<file path="config.mk">
export PLATFORM = sky130hd
export DESIGN_NAME = sdi_input_monitor_crosspoint
export DESIGN_NICKNAME = d
export VERILOG_FILES = /design/src/verilog/xpt_pkg.sv /design/src/verilog/input_classifier.sv /design/src/verilog/output_channel.sv /design/src/verilog/sdi_input_monitor_crosspoint.sv
export SDC_FILE = /design/constraint.sdc
export NUM_CORES = 1
export LEC_CHECK = 0
export BUFFER_PORTS_ARGS = -buffer_cell sky130_fd_sc_hd__buf_2
export CORE_UTILIZATION = 55
export CTS_CLUSTER_DIAMETER = 100
export DETAILED_ROUTE_END_ITERATION = 7
export PLACE_DENSITY_LB_ADDON = 0.2
export SYNTH_ARGS = -nofsm -noshare
export SYNTH_HDL_FRONTEND = slang
export SYNTH_HIERARCHICAL = 1
export SYNTH_SLANG_ARGS = --single-unit
</file>
<file path="constraint.sdc">
create_clock -name mclk_in -period 2.34 [get_ports mclk_in]
set_input_delay 0.468 -clock mclk_in [delete_from_list [all_inputs] [get_ports mclk_in]]
set_output_delay 0.468 -clock mclk_in [all_outputs]
set_load 0.01 [all_outputs]
</file>
<file path="src/verilog/xpt_pkg.sv">
// Package: constants, register map and types for the input monitor and crosspoint
package xpt_pkg;
  localparam int NUM_IN = 4;
  localparam int NUM_OUT_MAX = 4;
  localparam int SEL_W = 2;
  localparam int ADDR_W = 4;
  localparam int DATA_W = 32;

  // Register offsets (byte addresses, one aligned word each)
  localparam logic [ADDR_W-1:0] REG_STATUS = 4'h0;
  localparam logic [ADDR_W-1:0] REG_CTRL = 4'h4;
  localparam logic [ADDR_W-1:0] REG_XPT = 4'h8;
  localparam logic [ADDR_W-1:0] REG_IRQ_STAT = 4'hc;
  // Interrupt mask sits in the upper half of the address range
  localparam logic [ADDR_W-1:0] REG_IRQ_MASK = 4'h0;
  localparam logic REG_HI_MASK = 1'b1;

  // Control register field positions
  localparam int CTRL_BYPASS_LSB = 0;
  localparam int CTRL_MUTE_EN_LSB = 4;
  localparam int CTRL_OUT_DIS_LSB = 8;

  // Values after reset: bypass off, automute on, outputs enabled, straight routing
  localparam logic [NUM_IN-1:0] BYPASS_RST = 4'h0;
  localparam logic [NUM_IN-1:0] MUTE_EN_RST = 4'hf;
  localparam logic [NUM_OUT_MAX-1:0] OUT_DIS_RST = 4'h0;
  localparam logic [7:0] XPT_RST = 8'he4;

  // Rate classes reported per input
  typedef enum logic [2:0] {
    RATE_NONE = 3'h0,
    RATE_SD = 3'h1,
    RATE_HD = 3'h2,
    RATE_3G = 3'h3,
    RATE_VALID = 3'h4
  } rate_t;

  // Supported bit-rate span of the equalizer/reclocker path, in kbit/s
  localparam int RATE_MIN_KBPS = 19000;
  localparam int RATE_MAX_KBPS = 3000000;

  // Status word layout per input: active, locked, rate (3 bits), spare
  localparam int STAT_FIELD_W = 8;
  localparam int IRQ_EVENTS = 2 * NUM_IN;
endpackage : xpt_pkg

</file>
<file path="src/verilog/input_classifier.sv">
// One input's status classifier and reclock/automute path
`timescale 1ns/1ps
module input_classifier (
  input wire logic mclk_in,
  input wire logic rst_b_in,
  input wire logic sig_present_in,
  input wire logic levels_ok_in,
  input wire logic [1:0] std_rate_in,
  input wire logic std_valid_in,
  input wire logic raw_data_in,
  input wire logic reclk_data_in,
  input wire logic bypass_in,
  input wire logic mute_en_in,
  output logic active_out,
  output logic locked_out,
  output xpt_pkg::rate_t rate_out,
  output logic data_out
);
  import xpt_pkg::*;

  // Pin-side status passes two flops before use
  logic [4:0] s1_q;
  logic [4:0] s2_q;
  wire active_w = s2_q[0] & s2_q[1];
  wire std_w = active_w & s2_q[4];
  rate_t rate_w;

  always_comb begin
    if (!active_w) begin
      rate_w = RATE_NONE;
    end else if (!std_w) begin
      rate_w = RATE_VALID;
    end else begin
      case (s2_q[3:2])
        2'h0: rate_w = RATE_SD;
        2'h1: rate_w = RATE_HD;
        default: rate_w = RATE_3G;
      endcase
    end
  end

  // Reclocker ahead of automute; automute blanks while not locked
  wire path_w = bypass_in ? raw_data_in : reclk_data_in;
  wire mute_w = mute_en_in & ~std_w;

  always_ff @(posedge mclk_in or negedge rst_b_in) begin
    if (!rst_b_in) begin
      s1_q <= 5'h00;
      s2_q <= 5'h00;
      active_out <= 1'b0;
      locked_out <= 1'b0;
      rate_out <= RATE_NONE;
      data_out <= 1'b0;
    end else begin
      s1_q <= {std_valid_in, std_rate_in, levels_ok_in, sig_present_in};
      s2_q <= s1_q;
      active_out <= active_w;
      rate_out <= rate_w;
      locked_out <= std_w;
      data_out <= mute_w ? 1'b0 : path_w;
    end
  end
endmodule : input_classifier

</file>
<file path="src/verilog/output_channel.sv">
// One fibre output: source select and laser driver enable
`timescale 1ns/1ps
module output_channel (
  input wire logic mclk_in,
  input wire logic rst_b_in,
  input wire logic [3:0] in_data_in,
  input wire logic [1:0] sel_in,
  input wire logic dis_in,
  output logic data_out,
  output logic laser_en_out
);
  import xpt_pkg::*;

  wire pick_w = in_data_in[sel_in];

  always_ff @(posedge mclk_in or negedge rst_b_in) begin
    if (!rst_b_in) begin
      data_out <= 1'b0;
      laser_en_out <= 1'b0;
    end else begin
      data_out <= dis_in ? 1'b0 : pick_w;
      laser_en_out <= ~dis_in;
    end
  end
endmodule : output_channel

</file>
<file path="src/verilog/sdi_input_monitor_crosspoint.sv">
// Top: four-input status monitor, reclock/automute paths and crosspoint
`timescale 1ns/1ps
//
// Operation
// Input reports active for any valid signal, inactive when absent or bad levels.
// Input reports standard rate class, or generic valid when rate unrecognised.
// Locked shown for standard rate; unlocked flag for usable non-standard signal.
// Equalize/reclock path covers the stated low to high bit rates.
// Reclock precedes automute; automute blanks while reclocker is unlocked.
// Each input has its own reclock bypass and automute disable.
// Default: bypass off and automute on for every input.
// Software should bypass and unmute inputs carrying non-standard signals.
// Each fitted output selects any of the four inputs.
// One input may feed several outputs at once.
// Output disable switches its laser driver off.
// Controls exist only for fitted output channels.
// Changing one channel's setting leaves the others undisturbed.
//
module sdi_input_monitor_crosspoint #(
  parameter int NUM_OUT = 4
) (
  input wire logic mclk_in,
  input wire logic rst_b_in,
  input wire logic [xpt_pkg::ADDR_W:0] addr_in,
  input wire logic [xpt_pkg::DATA_W-1:0] wdata_in,
  input wire logic wr_in,
  input wire logic rd_in,
  output logic [xpt_pkg::DATA_W-1:0] rdata_out,
  output logic irq_out,
  input wire logic [xpt_pkg::NUM_IN-1:0] sig_present_in,
  input wire logic [xpt_pkg::NUM_IN-1:0] levels_ok_in,
  input wire logic [7:0] std_rate_in,
  input wire logic [xpt_pkg::NUM_IN-1:0] std_valid_in,
  input wire logic [xpt_pkg::NUM_IN-1:0] raw_data_in,
  input wire logic [xpt_pkg::NUM_IN-1:0] reclk_data_in,
  output logic [xpt_pkg::NUM_IN-1:0] reclk_bypass_out,
  output logic [xpt_pkg::NUM_OUT_MAX-1:0] fibre_data_out,
  output logic [xpt_pkg::NUM_OUT_MAX-1:0] laser_en_out
);
  import xpt_pkg::*;

  // ----------------------------------------
  // Control registers
  // ----------------------------------------
  logic [NUM_IN-1:0] bypass_q;
  logic [NUM_IN-1:0] mute_en_q;
  logic [NUM_OUT_MAX-1:0] out_dis_q;
  logic [7:0] xpt_q;
  logic [IRQ_EVENTS-1:0] irq_stat_q;
  logic [IRQ_EVENTS-1:0] irq_mask_q;

  // Only fitted outputs carry controls; unfitted ones stay disabled
  function automatic logic [NUM_OUT_MAX-1:0] fitted_mask(input int n);
    logic [NUM_OUT_MAX-1:0] m;
    m = '0;
    for (int i = 0; i < NUM_OUT_MAX; i++) begin
      if (i < n) begin
        m[i] = 1'b1;
      end
    end
    return m;
  endfunction : fitted_mask

  localparam logic [NUM_OUT_MAX-1:0] FIT_W = fitted_mask(NUM_OUT);
  localparam logic [7:0] XPT_FIT = {{2{FIT_W[3]}}, {2{FIT_W[2]}}, {2{FIT_W[1]}}, {2{FIT_W[0]}}};

  // ----------------------------------------
  // Bus decode
  // ----------------------------------------
  wire hi_w = addr_in[ADDR_W];
  wire [ADDR_W-1:0] off_w = addr_in[ADDR_W-1:0];
  wire wr_ctrl_w = wr_in & ~hi_w & (off_w == REG_CTRL);
  wire wr_xpt_w = wr_in & ~hi_w & (off_w == REG_XPT);
  wire wr_istat_w = wr_in & ~hi_w & (off_w == REG_IRQ_STAT);
  wire wr_imask_w = wr_in & (hi_w == REG_HI_MASK) & (off_w == REG_IRQ_MASK);

  // ----------------------------------------
  // Input paths
  // ----------------------------------------
  logic [NUM_IN-1:0] active_w;
  logic [NUM_IN-1:0] locked_w;
  rate_t rate_w [NUM_IN];
  logic [NUM_IN-1:0] path_w;

  for (genvar g = 0; g < NUM_IN; g++) begin : g_in
    input_classifier u_cls (
      .mclk_in(mclk_in),
      .rst_b_in(rst_b_in),
      .sig_present_in(sig_present_in[g]),
      .levels_ok_in(levels_ok_in[g]),
      .std_rate_in(std_rate_in[2*g+:2]),
      .std_valid_in(std_valid_in[g]),
      .raw_data_in(raw_data_in[g]),
      .reclk_data_in(reclk_data_in[g]),
      .bypass_in(bypass_q[g]),
      .mute_en_in(mute_en_q[g]),
      .active_out(active_w[g]),
      .locked_out(locked_w[g]),
      .rate_out(rate_w[g]),
      .data_out(path_w[g])
    );
  end

  // ----------------------------------------
  // Crosspoint
  // ----------------------------------------
  for (genvar o = 0; o < NUM_OUT_MAX; o++) begin : g_out
    output_channel u_out (
      .mclk_in(mclk_in),
      .rst_b_in(rst_b_in),
      .in_data_in(path_w),
      .sel_in(xpt_q[2*o+:2]),
      .dis_in(out_dis_q[o] | ~FIT_W[o]),
      .data_out(fibre_data_out[o]),
      .laser_en_out(laser_en_out[o])
    );
  end

  // ----------------------------------------
  // Events: lock gained or lost, activity gained or lost
  // ----------------------------------------
  logic [NUM_IN-1:0] active_d1_q;
  logic [NUM_IN-1:0] locked_d1_q;
  wire [IRQ_EVENTS-1:0] event_w = {locked_w ^ locked_d1_q, active_w ^ active_d1_q};
  wire [IRQ_EVENTS-1:0] clr_w = wr_istat_w ? wdata_in[IRQ_EVENTS-1:0] : '0;
  // Set wins over a clear in the same cycle
  wire [IRQ_EVENTS-1:0] irq_stat_d = (irq_stat_q & ~clr_w) | event_w;

  // ----------------------------------------
  // Read mux
  // ----------------------------------------
  logic [DATA_W-1:0] stat_word_w;
  always_comb begin
    stat_word_w = '0;
    for (int i = 0; i < NUM_IN; i++) begin
      stat_word_w[i*STAT_FIELD_W+:STAT_FIELD_W] = {3'h0, rate_w[i], locked_w[i], active_w[i]};
    end
  end

  wire [DATA_W-1:0] ctrl_word_w = {20'h0, out_dis_q, mute_en_q, bypass_q};
  wire [DATA_W-1:0] xpt_word_w = {24'h0, xpt_q};
  wire [DATA_W-1:0] istat_word_w = {24'h0, irq_stat_q};
  wire [DATA_W-1:0] imask_word_w = {24'h0, irq_mask_q};
  wire [DATA_W-1:0] rdata_d =
    hi_w ? ((off_w == REG_IRQ_MASK) ? imask_word_w : '0) :
    (off_w == REG_STATUS) ? stat_word_w :
    (off_w == REG_CTRL) ? ctrl_word_w :
    (off_w == REG_XPT) ? xpt_word_w :
    (off_w == REG_IRQ_STAT) ? istat_word_w : '0;

  // ----------------------------------------
  // Registers
  // ----------------------------------------
  always_ff @(posedge mclk_in or negedge rst_b_in) begin
    if (!rst_b_in) begin
      bypass_q <= BYPASS_RST;
      mute_en_q <= MUTE_EN_RST;
      out_dis_q <= OUT_DIS_RST;
      xpt_q <= XPT_RST;
    end else begin
      if (wr_ctrl_w) begin
        bypass_q <= wdata_in[CTRL_BYPASS_LSB+:NUM_IN];
        mute_en_q <= wdata_in[CTRL_MUTE_EN_LSB+:NUM_IN];
        out_dis_q <= wdata_in[CTRL_OUT_DIS_LSB+:NUM_OUT_MAX] & FIT_W;
      end
      if (wr_xpt_w) begin
        // Unfitted selectors keep their value so they cannot be steered
        xpt_q <= (wdata_in[7:0] & XPT_FIT) | (xpt_q & ~XPT_FIT);
      end
    end
  end

  always_ff @(posedge mclk_in or negedge rst_b_in) begin
    if (!rst_b_in) begin
      active_d1_q <= '0;
      locked_d1_q <= '0;
      irq_stat_q <= '0;
      irq_mask_q <= '0;
      irq_out <= 1'b0;
      rdata_out <= '0;
      reclk_bypass_out <= BYPASS_RST;
    end else begin
      active_d1_q <= active_w;
      locked_d1_q <= locked_w;
      irq_stat_q <= irq_stat_d;
      if (wr_imask_w) begin
        irq_mask_q <= wdata_in[IRQ_EVENTS-1:0];
      end
      irq_out <= |(irq_stat_d & irq_mask_q);
      rdata_out <= rd_in ? rdata_d : '0;
      reclk_bypass_out <= bypass_q;
    end
  end
endmodule : sdi_input_monitor_crosspoint

</file>
## Yosys cells after proc, flatten, opt, wreduce, memory -nomap -nowiden

Cells that the tools add are included.
W data, S select, Z words.

- Latch bits: 0
- Bits of input ports: 69
- Logic and storage cells: 133
- Memory bits (writable): 0
- ROM bits: 0
- Output and inout bits: 45
- Memories kept: 0
- Bits in registers: 150

- Div/mod/pow operators: 0
- Multiply operators: 0
- Eq/ne operators: 7
- Multiplexer cells: 40
- Shift-type cells: 0
- Bitwise operators: 33
- $add $sub $neg: 0
- $lt $le $gt $ge: 4
- Reductions and logical operators: 6

Operator list:

| operator | number |
|---|---|
| $mux W29 | 3 |
| $mux W8 | 4 |
| $mux W3 | 8 |
| $and A1 B1 Y1 | 18 |
| $and A8 B8 Y8 | 2 |
| $mux W1 | 16 |
| $pmux W2 S2 | 4 |
| $lt A2 B3 Y1 const B | 4 |
| $mux W12 | 1 |
| $not A1 Y1 | 9 |
| $bmux W1 S2 | 4 |
| $eq A2 B1 Y1 const B | 4 |
| $eq A4 B4 Y1 const B | 2 |
| $logic_not A2 Y1 | 4 |
| $not A8 Y8 | 1 |
| $or A8 B8 Y8 | 1 |
| $reduce_or A8 Y1 | 1 |
| $xor A4 B4 Y4 | 2 |
| $eq A4 B3 Y1 const B | 1 |
| $logic_not A4 Y1 | 1 |

## Longest topological paths before layout

- Depth in word-level cells: 9
- Gate-level depth with buffers: 7
- Gate-level depth less buffers: 4

## Cells and area by module

The synthesis kept the hierarchy.

Modules (own cells, without submodules):

| module | area each (um2) | seq. area each (um2) | cells an instance | instances |
|---|---|---|---|---|
| sdi_input_monitor_crosspoint | 3179.3 | 1811.7 | 241 | 1 |
| input_classifier | 452.9 | 400.4 | 26 | 4 |
| output_channel | 82.6 | 50.0 | 5 | 4 |

## Least setup slack after synthesis

No wires, ideal clock.

- Path kind: input port to flip-flop
- Start: in addr_in[2] (netlist bit)
- End: reg xpt_q[0]
- Setup time: 0.125 ns
- Stages on the path: 5
- Setup slack: 0.796 ns
- Buffers on the path: 3
- Data arrival time: 1.419 ns
- Cell sequence: buf_6 buf_12 and4b_1 buf_4 mux2_2

- Cells in the longest elaborated chain, start to end: 2

RTL lines:

| element | line | source |
|---|---|---|
| start: declaration | sdi_input_monitor_crosspoint.sv:24 | `input wire logic [xpt_pkg::ADDR_W:0] addr_in,` |
| $eq A4 B4 Y1 | sdi_input_monitor_crosspoint.sv:73 | `wire wr_xpt_w = wr_in & ~hi_w & (off_w == REG_XPT);` |
| $and A1 B1 Y1 | sdi_input_monitor_crosspoint.sv:73 |  |
| end signal: assignment | sdi_input_monitor_crosspoint.sv:168 | `xpt_q <= (wdata_in[7:0] & XPT_FIT) \| (xpt_q & ~XPT_FIT);` |
| end: declaration | sdi_input_monitor_crosspoint.sv:48 | `logic [7:0] xpt_q;` |

Every way passes these cells.
A chain may end at the register's enable or synchronous reset.

## Final worst setup path

- Start: reg rdata_out[12] (netlist bit)
- End: out rdata_out[12] (netlist bit)

RTL lines:

| element | line | source |
|---|---|---|
| start: declaration | sdi_input_monitor_crosspoint.sv:28 | `output logic [xpt_pkg::DATA_W-1:0] rdata_out,` |
| start signal: assignment | sdi_input_monitor_crosspoint.sv:190 | `rdata_out <= rd_in ? rdata_d : '0;` |

No word-level cell between the ends.

==> flow_summary.yaml <==
run_status:
  status: "complete, no violations"
synthesis:
  synth_top_area_cell: "dfrtp_1"
  synth_edf_count: 0
  syn_inst: 365
  synth_seq_cells: 144
  synth_area_leaders: "dfrtp_1 64%, dfstp_2 4.0%, mux2_2 3.4%, and2_1 2.4%, mux2_4 2.3%"
  synth.distinct_cells: 35
  avgSynthCellArea_um2: 14.6
  yosysSeqAreaShare_pct: 67.9
  async_reset_ff_share_pct: 100
  yosys.area.top_type_share_pct: 64.0
  ys.flop_type: "dfrtp_1"
  yosys_warnings: 6
  netlist_area_um2: 5320
cts:
  htreeDepth: 4
  root_buffer: "clkbuf_8"
  cts_tree: "done"
  cts_buffer_depth: 2
  cts_resized: 0
  cts_sinks: 144
  clk_pin_slew_ns: 0.07
  postCtsSetupRepairBufs: 0
  clk_latency_ns: 0.51
  numCtsBuffers: 17
grt:
  grt_util_all_layers_pct: 21.9
  grt_max_degree: 54
  antenna_found_initial: 0
  grt_pass1_wl_mm: 15.9
  grt_pass1_vias: 3176
  overflow: 0
drt:
  drt-total-wl_mm: 9.89
  via_per_inst: 5.16
  antenna_left: 0
  dr.pass1.iters: 4
  drc: 0
  wl_per_cell_um: 16.3
  drt_iter0_drc: 175
  num_vias: 3134
timing:
  tightest_slew_ns: 0.504
  setup_slack_ns: 0.846
  fmax_mhz: 669
  rsz0062_at_grt: "false"
  drv_slew: 0
  skew_ns: 0.00609
  slew_headroom_pct: 66.4
  period_minus_slack_ns: 1.49
  setup_viol: 0
  finalHoldViolCount: 0
  fin_crit_sh_pct: 63.8
  setup_tns_ns: 0
setup_path:
  cp_top_family: "flip-flops"
  slowest_delay_ns: 0.37
  path_buf_inv: 1
  crit_chain: "buf_2"
  cp-end-kind: "output port"
  crit_slowest_cell: "dfrtp_1"
  critPathKind: "reg2out"
  worstSetupStartpointType: "flip-flop"
  critPathMaxFanout: 1
  crit_arrival_ns: 1.03
  worstPathRequired_ns: 1.87
min_path:
  hp-class: "in2reg"
placed_design:
  portBuffers: 84
  place_hpwl_mm: 6.51
  place_ws_ns: 0.408
  dpl.cell_count: 575
  routabilityCongestion: 0.856
finish:
  final_cells: 607
  nFillCells: 643
  area_growth_pct: 21.5
  drive_gt1_share_pct: 34.5
  postLayoutCoreUtil_pct: 69.3
  insertedDiodeCount: 0
  nNetsFinal: 535
pwr:
  switching_share_pct: 24.2
  power.density_nw_per_um2: 955
  p_int_w: 0.00468
  pwr-share-comb_pct: 9.1
  switchingPower_w: 0.00149
  p_clk_share_pct: 44.2
  irDropWorstVdd_v: 0.000547
  seqPwrFrac_pct: 46.7
  leakage_nw: 3.20
floorplanning:
  die_h_um: 100
  die_w_um: 100
  initial_utilization_pct: 57.0
  ios: 114
  core_area_um2: 9330
  dieArea_um2: 10100
  num_rows: 35
job:
  maxCapViolations: 0
## power groups by stage
stage | Sequential [W] | Clock [W] | Combinational, W
6_report | 0.00288 | 0.00273 | 0.000562
5_1_grt | 0.00291 | 0.00291 | 0.000619
4_1_cts | 0.00288 | 0.00279 | 0.000566
3_5_place_dp | 0.00292 | 0 | 0.000564
3_3_place_gp | 0.00291 | 0 | 0.000547
2_1_floorplan | 0.00290 | 0 | 0.000326
## cells in the final DEF, fill, tap and decap left out, types with 9 or more instances in the layout
cell / synthesis / routed
nand2_1: 17 / 17
dfrtp_1: 136 / 136
nand4_1: 9 / 9
o21ai_0: 14 / 14
nor2_1: 13 / 13
clkbuf_16: 0 / 16
conb_1: 1 / 9
buf_2: 1 / 83
nor2b_1: 13 / 13
inv_1: 23 / 23
mux2_2: 16 / 16
and2_1: 20 / 20
## worst paths after layout
kind | startpoint | endpoint | slack (ns) | depth (start not counted)
setup / recovery | rdata_out[12]$_DFF_PN0_ | rdata_out[12] | 0.85 | 1
hold / removal | std_rate_in[7] | g_in[3].u_cls/s1_q[3]$_DFF_PN0_ | 0.05 | 1
setup reg to reg | g_in[2].u_cls/active_out$_DFF_PN0_ | irq_out$_DFF_PN0_ | 0.94 | 4
hold reg to reg | g_in[0].u_cls/s1_q[4]$_DFF_PN0_ | g_in[0].u_cls/s2_q[4]$_DFF_PN0_ | 0.35 | 0
max in group asynchronous | rst_b_in | mute_en_q[3]$_DFFE_PN1P_ | 1.18 | 3
min in group asynchronous | rst_b_in | reclk_bypass_out[2]$_DFF_PN0_ | 0.47 | 2
## per-layer routing
metal | global-route usage, % | routed length [µm] | vias to the layer above
met2 | 35.3 | 5040 | 117
met1 | 27.9 | 4120 | 1566
met3 | 6.13 | 560 | 20
met4 | 9.81 | 172 | 0
met5 | 0 | 0 | -
li1 | - | - | 1431
## synthesized netlist by cell type, types with 9 or more instances
cell,count
buf_4,11
inv_1,23
nor2b_1,13
and2_1,20
nand2_1,17
dfrtp_1,136
nand4_1,9
nor2_1,13
o21ai_0,14
mux2_2,16
## cells by family (layout without fill, tap and decap cells)
| group | after synthesis | in the layout | share of synthesized area, % |
|---|---|---|---|
| xor+xnor | 8 | 8 | 1.32 |
| compound gates | 41 | 41 | 4.91 |
| flops | 144 | 144 | 67.9 |
| mux | 41 | 41 | 11.2 |
| simple gates | 88 | 88 | 9.64 |
| buf+inv | 42 | 147 | 4.91 |
| other cells | 1 | 9 | 0.0705 |
## timing repair
action / in CTS / in global routing
hold endpoints to repair: 45 / 0
endpoints found under the setup margin: 0 / 0
hold buffers: 1 / 0
## flip-flops by register name (all words and copies together) (netlist names), 8 cells and up
register and count:
irq_stat_q 8, rdata_out 23, g_in.u_cls/s1_q 20, g_in.u_cls/rate_out 12, g_in.u_cls/s2_q 20, xpt_q 8
irq_mask_q 8
## layout make-up
cell class	instances	area [µm²]	area share, %
Clock inverter	14	191	2.96
Inverter	23	86.3	1.34
Sequential cell	144	3610	55.9
Multi-Input combinational cell	187	1480	22.8
Clock buffer	17	414	6.41
Timing Repair Buffer	93	522	8.07
Tap cell	129	161	2.50
## through the flow
stage	hold slack [ns]	power, W	area, µm²
CTS	0.0330	0.00624	6460
finish	0.0544	0.00618	6460
global route	0.0245	0.00643	6460
global placement	0.331	0.00346	5850
detailed placement	0.335	0.00349	5850
floorplan	0.172	0.00323	5350
No activity file was read; power rests on OpenSTA's default activity.
